===== src/hdl/awc_pkg.sv =====
// Package for the converter window comparator: offsets, resets, channels
package awc_pkg;
  // Special-function register addresses
  localparam logic [7:0] ADDR_RESULT_LOW   = 8'hbd;
  localparam logic [7:0] ADDR_RESULT_HIGH  = 8'hbe;
  localparam logic [7:0] ADDR_INPUT_SELECT = 8'hbb;
  localparam logic [7:0] ADDR_GT_LOW       = 8'hc3;
  localparam logic [7:0] ADDR_GT_HIGH      = 8'hc4;
  localparam logic [7:0] ADDR_LT_LOW       = 8'hc5;
  localparam logic [7:0] ADDR_LT_HIGH      = 8'hc6;
  localparam logic [7:0] ADDR_STATUS       = 8'hc7;
  // Values after reset
  localparam logic [15:0] GT_RESET         = 16'hffff;
  localparam logic [15:0] LT_RESET         = 16'h0000;
  localparam logic [4:0]  SELECT_RESET     = 5'h1f;
  // Status field position
  localparam int          FLAG_BIT         = 0;
  // Special channel codes of the input selector
  localparam logic [4:0] CH_LAST_PIN       = 5'h16;
  localparam logic [4:0] CH_TEMP           = 5'h1b;
  localparam logic [4:0] CH_BATTERY        = 5'h1c;
  localparam logic [4:0] CH_CORE_SUPPLY    = 5'h1d;
  localparam logic [4:0] CH_MAIN_SUPPLY    = 5'h1e;
  localparam logic [4:0] CH_GROUND         = 5'h1f;
  // Source kinds on the routing output
  typedef enum logic [5:0] {
    AWC_SRC_PIN      = 6'h01,
    AWC_SRC_TEMP     = 6'h02,
    AWC_SRC_BATTERY  = 6'h04,
    AWC_SRC_CORE     = 6'h08,
    AWC_SRC_MAIN     = 6'h10,
    AWC_SRC_GROUND   = 6'h20
  } awc_src_t;
endpackage : awc_pkg


===== src/hdl/awc_window_compare.sv =====
// Converter window comparator with limit registers and input selector
// Contract
// Compare every result against both limits
// Flag drives interrupt and reads as status
// Limits come only from the two pairs
// Limit ordering alone picks inside or outside
// Greater limit bytes at 0xc4 and 0xc3
// Less limit bytes at 0xc6 and 0xc5
// Software zeroes low limit bytes in 8-bit
// Inside: above greater and below less
// Outside: below lower or above upper bound
// Single-ended result is 10-bit unsigned
// Compare the word exactly as justified
// Route one positive source to converter
// Select register picks the positive channel
// Software sets pins used as analog inputs
// Software makes crossbar skip analog pins
// Evaluate on each result, hold until cleared
`timescale 1ns/1ps
module awc_window_compare #(
  parameter int PIN_COUNT = 23
) (
  input  wire logic                  clk_sys_i,
  input  wire logic                  nrst_i,
  input  wire logic [7:0]            sfr_addr_i,
  input  wire logic                  sfr_wr_i,
  input  wire logic                  sfr_rd_i,
  input  wire logic [7:0]            sfr_wdata_i,
  output logic      [7:0]            sfr_rdata_o,
  input  wire logic                  result_valid_i,
  input  wire logic [15:0]           result_word_i,
  input  wire logic                  flag_clear_i,
  output logic                       window_hit_flag_o,
  output logic                       window_irq_o,
  output logic [4:0]                 input_select_o,
  output logic [PIN_COUNT-1:0]       pin_route_o,
  output logic [5:0]                 source_route_o
);

  // Reset release through two flops
  // Assert acts at once; only the release waits for two clock edges
  logic rst_sync1_reg;
  logic rst_sync2_reg;
  always_ff @(posedge clk_sys_i or negedge nrst_i) begin
    if (!nrst_i) begin
      rst_sync1_reg <= 1'b0;
      rst_sync2_reg <= 1'b0;
    end else begin
      rst_sync1_reg <= 1'b1;
      rst_sync2_reg <= rst_sync1_reg;
    end
  end
  // Internal reset copy used by every other register
  wire logic rst_n;
  assign rst_n = rst_sync2_reg;

  // State registers and their next values
  logic [15:0] greater_limit_value_reg;
  logic [15:0] greater_limit_value_next;
  logic [15:0] less_limit_value_reg;
  logic [15:0] less_limit_value_next;
  logic [15:0] result_word_reg;
  logic [15:0] result_word_next;
  logic [4:0]  input_select_reg;
  logic [4:0]  input_select_next;
  logic        window_hit_flag_reg;
  logic        window_hit_flag_next;
  logic [7:0]  rdata_reg;
  logic [7:0]  rdata_next;
  logic        hit;
  logic        sw_clear;
  // Compare terms, kept apart so each strict test reads on its own
  logic        above_greater;
  logic        below_less;
  logic        inside_mode;

  // Strict compares: a word equal to either limit is never a hit
  assign above_greater = (result_word_i > greater_limit_value_reg);
  assign below_less    = (result_word_i < less_limit_value_reg);
  // ordering picks mode
  assign inside_mode   = (less_limit_value_reg > greater_limit_value_reg);

  // Window test on the incoming word, unchanged in its justification
  always_comb begin
    if (inside_mode) begin
      // strictly inside
      hit = above_greater && below_less;
    end else begin
      // strictly outside
      hit = below_less || above_greater;
    end
  end

  // Register writes and result capture. Limit bytes land one at a time,
  // so a result taken between two byte writes meets a half-new limit;
  // software should rewrite limits while no conversion is due.
  always_comb begin
    greater_limit_value_next = greater_limit_value_reg;
    less_limit_value_next    = less_limit_value_reg;
    result_word_next         = result_word_reg;
    input_select_next        = input_select_reg;
    sw_clear                 = flag_clear_i;
    if (sfr_wr_i) begin
      case (sfr_addr_i)
        // greater limit bytes
        awc_pkg::ADDR_GT_LOW:  greater_limit_value_next[7:0]  = sfr_wdata_i;
        awc_pkg::ADDR_GT_HIGH: greater_limit_value_next[15:8] = sfr_wdata_i;
        // less limit bytes
        awc_pkg::ADDR_LT_LOW:  less_limit_value_next[7:0]     = sfr_wdata_i;
        awc_pkg::ADDR_LT_HIGH: less_limit_value_next[15:8]    = sfr_wdata_i;
        // channel select
        awc_pkg::ADDR_INPUT_SELECT: input_select_next = sfr_wdata_i[4:0];
        awc_pkg::ADDR_STATUS: begin
          // A one written here leaves the flag, so read-modify-write is safe
          if (!sfr_wdata_i[awc_pkg::FLAG_BIT]) begin
            sw_clear = 1'b1;  // Writing zero clears the flag
          end
        end
        default: begin
        end
      endcase
    end
    // word kept as delivered, 10-bit data in either justification
    if (result_valid_i) begin
      result_word_next = result_word_i;
    end
  end

  // Flag update; a hit and a clear in one cycle leave the flag set,
  // because the hit is the newer event and must not be lost
  always_comb begin
    // set beats clear
    if (result_valid_i && hit) begin
      window_hit_flag_next = 1'b1;
    end else if (sw_clear) begin
      window_hit_flag_next = 1'b0;
    end else begin
      window_hit_flag_next = window_hit_flag_reg;
    end
  end

  // Read data, registered so it is valid the cycle after the strobe
  // Unmapped reads give zero instead of stale data
  always_comb begin
    rdata_next = rdata_reg;
    if (sfr_rd_i) begin
      case (sfr_addr_i)
        awc_pkg::ADDR_GT_LOW:       rdata_next = greater_limit_value_reg[7:0];
        awc_pkg::ADDR_GT_HIGH:      rdata_next = greater_limit_value_reg[15:8];
        awc_pkg::ADDR_LT_LOW:       rdata_next = less_limit_value_reg[7:0];
        awc_pkg::ADDR_LT_HIGH:      rdata_next = less_limit_value_reg[15:8];
        awc_pkg::ADDR_INPUT_SELECT: rdata_next = {3'h0, input_select_reg};
        // Last word taken, read-only; writes to it are ignored
        awc_pkg::ADDR_RESULT_LOW:   rdata_next = result_word_reg[7:0];
        awc_pkg::ADDR_RESULT_HIGH:  rdata_next = result_word_reg[15:8];
        // polled status
        awc_pkg::ADDR_STATUS:       rdata_next = {7'h00, window_hit_flag_reg};
        default:                    rdata_next = 8'h00;
      endcase
    end
  end

  // Register all state
  always_ff @(posedge clk_sys_i or negedge rst_n) begin
    if (!rst_n) begin
      // Reset limits form an outside window no word can reach: no hit
      // limits only from these pairs
      greater_limit_value_reg <= awc_pkg::GT_RESET;
      less_limit_value_reg    <= awc_pkg::LT_RESET;
      result_word_reg         <= 16'h0000;
      input_select_reg        <= awc_pkg::SELECT_RESET;
      window_hit_flag_reg     <= 1'b0;
      rdata_reg               <= 8'h00;
    end else begin
      greater_limit_value_reg <= greater_limit_value_next;
      less_limit_value_reg    <= less_limit_value_next;
      result_word_reg         <= result_word_next;
      input_select_reg        <= input_select_next;
      // continuous comparison
      window_hit_flag_reg     <= window_hit_flag_next;
      rdata_reg               <= rdata_next;
    end
  end

  // Source routing from the selector; reserved codes route nothing
  always_comb begin
    source_route_o = 6'h00;
    // one positive source
    case (input_select_reg)
      // Internal sources each own one fixed code
      awc_pkg::CH_TEMP:        source_route_o = awc_pkg::AWC_SRC_TEMP;
      awc_pkg::CH_BATTERY:     source_route_o = awc_pkg::AWC_SRC_BATTERY;
      awc_pkg::CH_CORE_SUPPLY: source_route_o = awc_pkg::AWC_SRC_CORE;
      awc_pkg::CH_MAIN_SUPPLY: source_route_o = awc_pkg::AWC_SRC_MAIN;
      awc_pkg::CH_GROUND:      source_route_o = awc_pkg::AWC_SRC_GROUND;
      default: begin
        if (input_select_reg <= awc_pkg::CH_LAST_PIN &&
            int'(input_select_reg) < PIN_COUNT) begin
          source_route_o = awc_pkg::AWC_SRC_PIN;
        end
      end
    endcase
  end

  // One decoder per pin; codes past the last pin code never route a pin,
  // so a larger pin count cannot alias the internal sources
  generate
    for (genvar g = 0; g < PIN_COUNT; g++) begin : g_pin_route
      // one pin per code
      if (g <= int'(awc_pkg::CH_LAST_PIN)) begin : g_live
        assign pin_route_o[g] = (input_select_reg == 5'(g));
      end else begin : g_dead
        assign pin_route_o[g] = 1'b0;
      end
    end
  endgenerate

  // Interrupt level falls only when the flag is cleared
  // flag also serves as interrupt level
  assign window_hit_flag_o = window_hit_flag_reg;
  assign window_irq_o      = window_hit_flag_reg;
  assign input_select_o    = input_select_reg;
  assign sfr_rdata_o       = rdata_reg;

endmodule : awc_window_compare


===== config.mk =====
export PLATFORM = sky130hd
export DESIGN_NAME = awc_window_compare
export DESIGN_NICKNAME = d
export VERILOG_FILES = /design/src/hdl/awc_pkg.sv /design/src/hdl/awc_window_compare.sv
export SDC_FILE = /design/constraint.sdc
export NUM_CORES = 1
export LEC_CHECK = 0
export ABC_AREA = 0
export BUFFER_PORTS_ARGS = -buffer_cell sky130_fd_sc_hd__buf_2
export CAP_MARGIN = 30
export CELL_PAD_IN_SITES_DETAIL_PLACEMENT = 1
export CELL_PAD_IN_SITES_GLOBAL_PLACEMENT = 1
export CORE_ASPECT_RATIO = 0.6
export CORE_MARGIN = 10
export CORE_UTILIZATION = 43
export CTS_CLUSTER_DIAMETER = 150
export CTS_CLUSTER_SIZE = 30
export DETAILED_ROUTE_END_ITERATION = 10
export GPL_TIMING_DRIVEN = 1
export HOLD_SLACK_MARGIN = 0.12
export PLACE_DENSITY = 0.91
export SETUP_SLACK_MARGIN = 0.15
export SLEW_MARGIN = 40
export SYNTH_ARGS = -nofsm -noshare
export SYNTH_HDL_FRONTEND = slang
export SYNTH_SLANG_ARGS = --single-unit

===== constraint.sdc =====
create_clock -name clk_sys_i -period 2.5 [get_ports clk_sys_i]
set_input_delay 0.5 -clock clk_sys_i [delete_from_list [all_inputs] [get_ports clk_sys_i]]
set_output_delay 0.5 -clock clk_sys_i [all_outputs]
set_load 0.01 [all_outputs]

# Word level (Yosys, flattened, before mapping)
# Index checks and enable logic that the tools add are counted.
# op_classes
n_mux	9
order_cmp	5
n_eq_ne	35
n_reduce_logical	11
# op_table
cell	n
$eq 8x8->1 const B	8
$pmux 8 s8	1
$eq 5x5->1 const B	12
$eq 5x4->1 const B	8
$gt 16x16->1	2
$pmux 6 s5	1
$eq 5x3->1 const B	4
$lt 16x16->1	1
$eq 5x2->1 const B	2
$reduce_and 2->1	5
$mux 1	7
$eq 5x1->1 const B	1
$le 5x5->1 const B	1
$logic_not 5->1	1
$lt 5x5->1 const B	1
$logic_and 1x1->1	3
$reduce_bool 2->1	1
$logic_or 1x1->1	1
# word_totals
word_cells	70
inputBits	38
ff_bits	64
out_inout_bits	44

# Longest topological paths before layout
# Gate-level depths: netlist of run 1.
# depth
ltp_word	5
depth_mapped	8
depth_no_buf	8

# Worst setup path before layout of run 1
# No wires, ideal clock.
# synth_timing
path_type	register -> register
from	reg greater_limit_value_reg[14]
to	reg window_hit_flag_reg, in the netlist window_hit_flag_o
slack_ns	0.585
setup_ns	0.087
arrival_ns	1.829
path_buffers	0
path_stages_with_launch	8
period_less_slack_ns	1.915
t_required_ns	2.413
path_cell_list	dfstp_2 -> inv_1 -> ha_1 -> nand4_1 -> a2111o_1 -> a31oi_1 -> a21boi_0 -> o211ai_1
# synth_via
elab_chain_cells	5
elab_cells_between_ends	8
cone_classes	order compare: 2; mux: 2; reduce/logical: 4
# synth_lines
item	line_no	source
from (decl)	awc_window_compare.sv:58	logic [15:0] greater_limit_value_reg;
from (signal assigned)	awc_window_compare.sv:168	greater_limit_value_reg <= awc_pkg::GT_RESET;
from (signal assigned)	awc_window_compare.sv:175	greater_limit_value_reg <= greater_limit_value_next;
$gt 16x16->1	awc_window_compare.sv:78	assign above_greater = (result_word_i > greater_limit_value_reg);
$logic_or 1x1->1 / $logic_and 1x1->1 (equally long branches)	awc_window_compare.sv:90, awc_window_compare.sv:87	
$mux 1 (*)	awc_window_compare.sv:85	if (inside_mode) begin
$logic_and 1x1->1 (*)	awc_window_compare.sv:133	if (result_valid_i && hit) begin
$mux 1 / $reduce_bool 2->1 (equally long branches)	n/a	
to (signal assigned)	awc_window_compare.sv:180	window_hit_flag_reg <= window_hit_flag_next;
to (decl)	awc_window_compare.sv:66	logic window_hit_flag_reg;
# Mark *: on every way between the ends. The rest lies on a longest branch, timed or not.
# A chain may end at the register's enable or synchronous reset.

# Final worst setup path of run 1
# layout_timing
from	reg input_select_reg[0], in the netlist input_select_o[0]
to	out pin_route_o[9]
# layout_via
elab_chain_cells	1
# layout_lines
item	line_no	source
from (decl)	awc_window_compare.sv:64	logic [4:0] input_select_reg;
from (signal assigned)	awc_window_compare.sv:171	input_select_reg <= awc_pkg::SELECT_RESET;
from (signal assigned)	awc_window_compare.sv:178	input_select_reg <= input_select_next;
$eq 5x4->1	awc_window_compare.sv:211	assign pin_route_o[g] = (input_select_reg == 5'(g));
to (decl)	awc_window_compare.sv:36	output logic [PIN_COUNT-1:0] pin_route_o,
# No other way between the ends.

==> key figures, run 1 <==
Outcome
  – Run status: complete, no violations

Logic synthesis
  – Sequential fraction of the synthesis area: 0.382
  – Post-synth top flop: dfrtp_1
  – YS warnings: 0
  – Syn avg cell area: 10.2 um^2
  – Fraction of registers with async set/reset: 1.00
  – Post-synth EDFFs: 0
  – Syn nets: 504
  – Post-Synthesis Cells: 419
  – Yosys reg bits: 64
  – Mapped cell area: 4260 um^2
  – Synth cell types: 50

Finish
  – Final nets: 586
  – Non-Filler Instances: 641
  – Register area: 1630 um^2
  – Multi-input logic area: 2400 um^2
  – Layout cells sized above 1: 0.370
  – Antenna Cells: 0
  – Final Cell Area: 5110 um^2
  – Layout area overhead: 20.0%
  – Fillers: 1126

Global routing
  – First-pass GRT wire length: 23200 um
  – Grt ovf: 0
  – Largest net degree at the start of global routing: 32
  – GR Util All Layers: 0.206
  – Vias in the first global route: 4014
  – Initial antenna violation count: 0

CTS
  – Clock slew at reported path FFs: 0.05 ns
  – CTS Sinks: 64
  – Num CTS Buffers: 9
  – CTS Buffer Depth: 2
  – Root Buffer: clkbuf_16
  – Htree depth: 3
  – CTS tree: yes
  – Clock Latency Late Sink: 0.34 ns

Placed design
  – Gpl congestion: 1.02
  – Pre-CTS setup slack: 0.245 ns
  – Hpwl dp: 11700 um
  – DP Area: 4800 um^2
  – Port buffer count: 81
  – Placed cells: 624

Route
  – DRT iter0 DRCs: 302
  – Detail-routed via count per cell: 5.95
  – Routed Antenna Nets: 0
  – Total routed wirelength: 15000 um
  – Total number of vias: 3812
  – Drt wl/cell: 23.5 um
  – DRT Pass-1 Iters: 5
  – # DRC: 0

Critical path
  – FF-to-FF Start: greater_limit_value_reg[7]
  – CP Class: reg2out
  – Critical path's top delay family: flip-flops
  – CP Max Fanout: 12
  – Reg2reg path depth: 8
  – RR Endpoint: window_hit_flag_o
  – Crit. End Element: output port
  – Critical Path RT: 2.00 ns
  – Worst path bufs/invs: 1
  – Critical path cell sequence: or3b_2 > nor2_1 > buf_2
  – Reg2reg setup slack: 0.30 ns
  – Critical path launch point type: flop
  – Worst path arrival time: 1.79 ns
  – Crit-path max cell delay: 0.66 ns
  – CP max stage cell: dfstp_2

Timing
  – Fmax: 438 MHz
  – Final Hold Fails: 0
  – Setup TNS: 0 ns
  – Max-slew headroom: 0.506
  – Worst Clk Skew: 0.00681 ns
  – Minimum clock period: 2.29 ns
  – Final Cycle Share: 0.914
  – Final Max Slew Viols: 0
  – Worst-Margin Slew: 0.741 ns
  – Final worst slack: 0.215 ns
  – RSZ-0062 raised after global routing: false
  – # setup viols final: 0

Floorplanning
  – Top-level I/O count: 82
  – Initial core utilization: 0.437
  – Core Area: 9740 um^2
  – Chip width: 148 um
  – Row cnt: 28
  – Die area: 14400 um^2
  – Die height: 97.1 um

Min path
  – HP Class: reg2async

Power and ir drop
  – Design Power: 2.92 mW
  – PD cells: 571 nW/um^2
  – Static Leak: 2.35 nW
  – Worst VDD drop: 403 uV

Job
  – MaxCap Viol Count: 0
==> through the flow <==
step	hold slack, ns	utilization
2_1_floorplan	0.204	-
3_3_place_gp	0.285	0.493
3_5_place_dp	0.288	0.493
4_1_cts	0.362	0.524
5_1_grt	0.376	0.525
6_report	0.333	0.525
==> cells in the final DEF (no fill, tap or decap), types with 3 or more instances in the layout <==
master     count
mux2i_1        6
o22ai_1       12
o21ai_0        8
buf_2         81
a21oi_1       22
a22oi_1        8
nor2b_1        4
clkinv_2       3
mux2_2        51
buf_4          6
dfstp_2       21
and2_1         3
ha_1          47
nand3b_1       4
nand4_1        9
nand2_1       15
clkbuf_16      9
inv_1         41
nor2_1        42
nand2b_1       5
a21o_1         7
and3_1         3
a221oi_1       9
nand3_1        8
dfrtp_1       42
==> cells by family after synthesis <==
group	Yosys count	synth area share
AND/OR/NAND/NOR	110	0.144
AO/OA/AOI/OAI	80	0.126
buffers and inverters	58	0.0541
adder cells (fa/ha/maj)	47	0.138
flip-flops	64	0.382
other	1	0.000881
multiplexers	59	0.154
==> power breakdown <==
part	total [mW]	switching, mW	internal (mW)
logic	0.473	0.268	0.205
registers	1.20	0.0908	1.11
clock network	1.24	0.444	0.793
total	2.92	0.803	2.11
==> Yosys cell counts (2+ instances only) <==
cell | number | area [um^2]
nand2_2 | 2 | 12.5
a21oi_1 | 22 | 110
nand3_1 | 8 | 40.0
o311ai_0 | 2 | 17.5
nand2_1 | 15 | 56.3
buf_4 | 3 | 22.5
mux2_2 | 51 | 574
nor2b_1 | 4 | 25.0
or2_2 | 2 | 12.5
and3_1 | 3 | 18.8
mux2_1 | 2 | 22.5
buf_1 | 4 | 15.0
nand4_1 | 9 | 56.3
nand3_4 | 2 | 35.0
nand2b_1 | 5 | 31.3
nand3b_1 | 4 | 30.0
and2_1 | 3 | 18.8
a22oi_1 | 8 | 60.1
a21o_1 | 7 | 52.6
dfstp_2 | 21 | 552
o211ai_1 | 2 | 15.0
dfrtp_1 | 43 | 1080
nor2_1 | 42 | 158
o221ai_1 | 2 | 17.5
o22ai_1 | 12 | 75.1
clkbuf_1 | 9 | 33.8
inv_1 | 41 | 154
o21ai_0 | 8 | 40.0
a221oi_1 | 9 | 78.8
or3b_2 | 2 | 17.5
ha_1 | 47 | 588
mux2i_1 | 6 | 60.1
nor4_1 | 2 | 12.5
==> how the worst max path moves through the flow <==
stage,from,end,slack [ns],cells past startpoint
after floorplan,greater_limit_value_reg[14],window_hit_flag_o,0.58,7
after global placement,sfr_addr_i[3],sfr_rdata_o[0],0.29,7
after detailed placement,sfr_addr_i[3],sfr_rdata_o[0],0.24,7
after CTS,input_select_o[0],pin_route_o[9],0.23,3
after global routing,greater_limit_value_reg[7],window_hit_flag_o,0.15,8
final,input_select_o[0],pin_route_o[9],0.21,3
==> layout make-up <==
| cell class | count | share of cell area |
|---|---|---|
| multi-input cells | 297 | 0.471 |
| flip-flops and latches | 64 | 0.319 |
| repair buffers | 88 | 0.0901 |
| clock buffers | 12 | 0.0482 |
| well taps | 135 | 0.0331 |
| inverters | 41 | 0.0301 |
| clock inverters | 4 | 0.00882 |
==> per-layer routing <==
layer	up-vias	track usage	share of wire	wire, um
met3	21	0.0605	0.088	1330
met4	0	0.0455	0.011	168
met5	-	0	0	0
met1	1940	0.280	0.45	6720
met2	175	0.315	0.45	6830
li1	1676	-	-	-
==> worst reg2reg max path, stage by stage, from the launching register on <==
cell and delay [ns]:
dfstp_2 0.59, inv_1 0.09, ha_1 0.31, a21oi_1 0.18, o21ai_0 0.15, a221oi_1 0.31, a31oi_1 0.15, a21boi_1 0.20
o211ai_1 0.10
==> repair_timing <==
| item | 4_1_cts | 5_1_grt |
|---|---|---|
| hold endpoints to repair | 2 | 0 |
| hold buffers | 1 | 0 |
| setup buffers | 0 | 0 |
| endpoints found under the setup margin | 0 | 1 |
| gates resized for setup | 0 | 2 |
Note: power is estimated with default switching activity, not from simulation.
==> run 2, diff against run 1 <==
- CORE_ASPECT_RATIO: 0.6 -> 1.1
- REMOVE_ABC_BUFFERS: unset -> 1
==> run 2 against run 1 <==
Net effect:
- sequential power about the same
- via count about the same
- first-iteration DRC count fell by 19%
- worst setup slack better by 0.016 ns
- sequential share of layout area shrank 0.062 points
- utilization increased by 0.062 points
- clock power shrank 3%
- register-to-register slack worse by 0.04 ns
- worst hold slack gained 0.0041 ns
- critical path depth did not move
==> key figures, run 2 (synthesized netlist as in run 1, its figures left out) <==
Critical path
  – Critical path launch point type: flop (unchanged)
  – CP Max Fanout: 8 (was 12)
  – Crit. End Element: output port (unchanged)
  – FF-to-FF Start: greater_limit_value_reg[14] (was greater_limit_value_reg[7])
  – CP Class: reg2out (unchanged)
  – Reg2reg setup slack: 0.26 ns (was 0.30 ns)
  – Critical Path RT: 2.00 ns (about the same)
  – RR Endpoint: window_hit_flag_o (unchanged)
  – Reg2reg path depth: 7 (was 8)
  – Worst path arrival time: 1.77 ns (was 1.79 ns)

Global routing
  – Largest net degree at the start of global routing: 63 (was 32)
  – Initial antenna violation count: 0 (unchanged)
  – Most crowded layer after global routing: met2 (unchanged)
  – Grt ovf: 0 (unchanged)
  – Met1 usage: 0.233 (was 0.280)
  – First-pass GRT wire length: 22500 um (was 23200 um)
  – GR Layer Usage met2: 0.334 (was 0.315)
  – GR Util All Layers: 0.197 (was 0.206)
  – Met3 Use GR: 0.0414 (was 0.0605)
  – Vias in the first global route: 4127 (was 4014)

Placed design
  – Gpl congestion: 0.909 (was 1.02)
  – Hpwl dp: 11100 um (was 11700 um)
  – Placed cells: 609 (was 624)
  – Pre-CTS setup slack: 0.228 ns (was 0.245 ns)
  – Port buffer count: 81 (unchanged)

Finish
  – Layout cells sized above 1: 0.384 (was 0.370)
  – Most frequent cells in the layout: buf_2, mux2_2, ha_1 (unchanged)
  – Non-Filler Instances: 631 (was 641)
  – Layout area overhead: 20.3% (was 20.0%)
  – Antenna Cells: 0 (unchanged)
  – Final nets: 591 (was 586)
  – Most common cell after layout, fill and taps aside: buf_2 (unchanged)

Floorplanning
  – Die height: 124 um (was 97.1 um)
  – Chip width: 115 um (was 148 um)
  – Die area: 14300 um^2 (was 14400 um^2)
  – Initial core utilization: 0.437 (about the same)
  – Core Area: 9750 um^2 (was 9740 um^2)
  – Row cnt: 38 (was 28)
  – Top-level I/O count: 82 (unchanged)

Timing
  – Worst-Margin Slew: 0.576 ns (was 0.741 ns)
  – Fmax: 441 MHz (was 438 MHz)
  – Final worst slack: 0.231 ns (was 0.215 ns)
  – Final Hold Fails: 0 (unchanged)
  – Hold Slack: 0.337 ns (was 0.333 ns)
  – # setup viols final: 0 (unchanged)
  – Final Cycle Share: 0.908 (was 0.914)
  – Setup TNS: 0 ns (unchanged)
  – Max-slew headroom: 0.616 (was 0.506)
  – Worst Clk Skew: 0.00678 ns (was 0.00681 ns)
  – Final Max Slew Viols: 0 (unchanged)
  – RSZ-0062 raised after global routing: true (was false)
  – Minimum clock period: 2.27 ns (was 2.29 ns)

Route
  – Total routed wirelength: 14500 um (was 15000 um)
  – # DRC: 0 (unchanged)
  – Drt wl/cell: 23.0 um (was 23.5 um)
  – DRT Pass-1 Iters: 6 (was 5)
  – Total number of vias: 3809 (was 3812)
  – DRT iter0 DRCs: 246 (was 302)
  – Detail-routed via count per cell: 6.04 (was 5.95)
  – Routed Antenna Nets: 0 (unchanged)

CTS
  – Clock Latency Late Sink: 0.36 ns (was 0.34 ns)
  – Num CTS Buffers: 9 (unchanged)
  – CTS Sinks: 64 (unchanged)
  – CTS Buffer Depth: 2 (unchanged)
  – Root Buffer: clkbuf_8 (was clkbuf_16)
  – Htree depth: 3 (unchanged)
  – CTS tree: yes (unchanged)
  – Clock slew at reported path FFs: 0.08 ns (was 0.05 ns)

Power and ir drop
  – PD cells: 565 nW/um^2 (was 571 nW/um^2)
  – Design Power: 2.89 mW (was 2.92 mW)
  – Static Leak: 2.37 nW (was 2.35 nW)
  – Worst VDD drop: 254 uV (was 403 uV)

Min path
  – HP Class: reg2async (unchanged)

Outcome
  – Run status: complete, no violations (unchanged)

Job
  – MaxCap Viol Count: 0 (unchanged)
## run 2: cell count changes in the layout (fill, tap and decap cells not counted), moves of 2 or more
cell / delta
bufinv_16: +3
clkbuf_1: -2
clkbuf_16: -9
buf_4: +4
clkbuf_8: +8
clkinv_2: -2
## run 2: area by class of cell
| class | instances | area [um^2] |
|---|---|---|
| repair buffers | 93 | 502 |
| well taps | 120 | 150 |
| clock buffers | 9 | 124 |
| multi-input cells | 297 | 2420 |
| inverters | 41 | 154 |
| fillers | 1086 | 4630 |
| flip-flops and latches | 64 | 1630 |
| clock inverters | 7 | 143 |
## run 2: how the worst max path moves through the flow
stage / slack [ns] / endpoint / from / cells after the start
3_5_place_dp: 0.23 / less_limit_value_reg[6] / sfr_addr_i[3] / 5
6_report: 0.23 / pin_route_o[14] / input_select_o[1] / 3
5_1_grt: 0.12 / window_hit_flag_o / greater_limit_value_reg[7] / 8
2_1_floorplan: 0.57 / less_limit_value_reg[5] / sfr_addr_i[3] / 4
4_1_cts: 0.19 / pin_route_o[1] / input_select_o[0] / 3
3_3_place_gp: 0.32 / less_limit_value_reg[5] / sfr_addr_i[3] / 5
## run 2: metrics by stage
| step | util | instance area, um^2 |
|---|---|---|
| after floorplan | - | 4180 |
| after global placement | 0.491 | 4780 |
| after detailed placement | 0.491 | 4780 |
| after CTS | 0.519 | 5060 |
| after global routing | 0.525 | 5120 |
| final | 0.525 | 5120 |
## run 2: worst max-delay path, cell delays in order, from the launching register on
cell and delay [ns]:
dfstp_2 0.61, or3b_2 0.51, nor2_1 0.13, buf_2 0.15
## run 2: routing by layer
metal	vias to the layer above	share of wire
met4	0	0.033
li1	1684	-
met5	-	0
met2	151	0.52
met1	1931	0.39
met3	43	0.059
## run 2: repair_timing
item / 4_1_cts / 5_1_grt
endpoints found under the setup margin: 0 / 5
setup buffers: 0 / 5
hold buffers: 1 / 0
endpoints found under the hold margin: 2 / 0
resized for setup: 0 / 3
## run 2: power breakdown
| part | leakage, nW | switching, mW | internal [mW] |
|---|---|---|---|
| clock | 0.134 | 0.437 | 0.766 |
| sequential | 0.770 | 0.0763 | 1.11 |
| combinational | 1.46 | 0.289 | 0.212 |
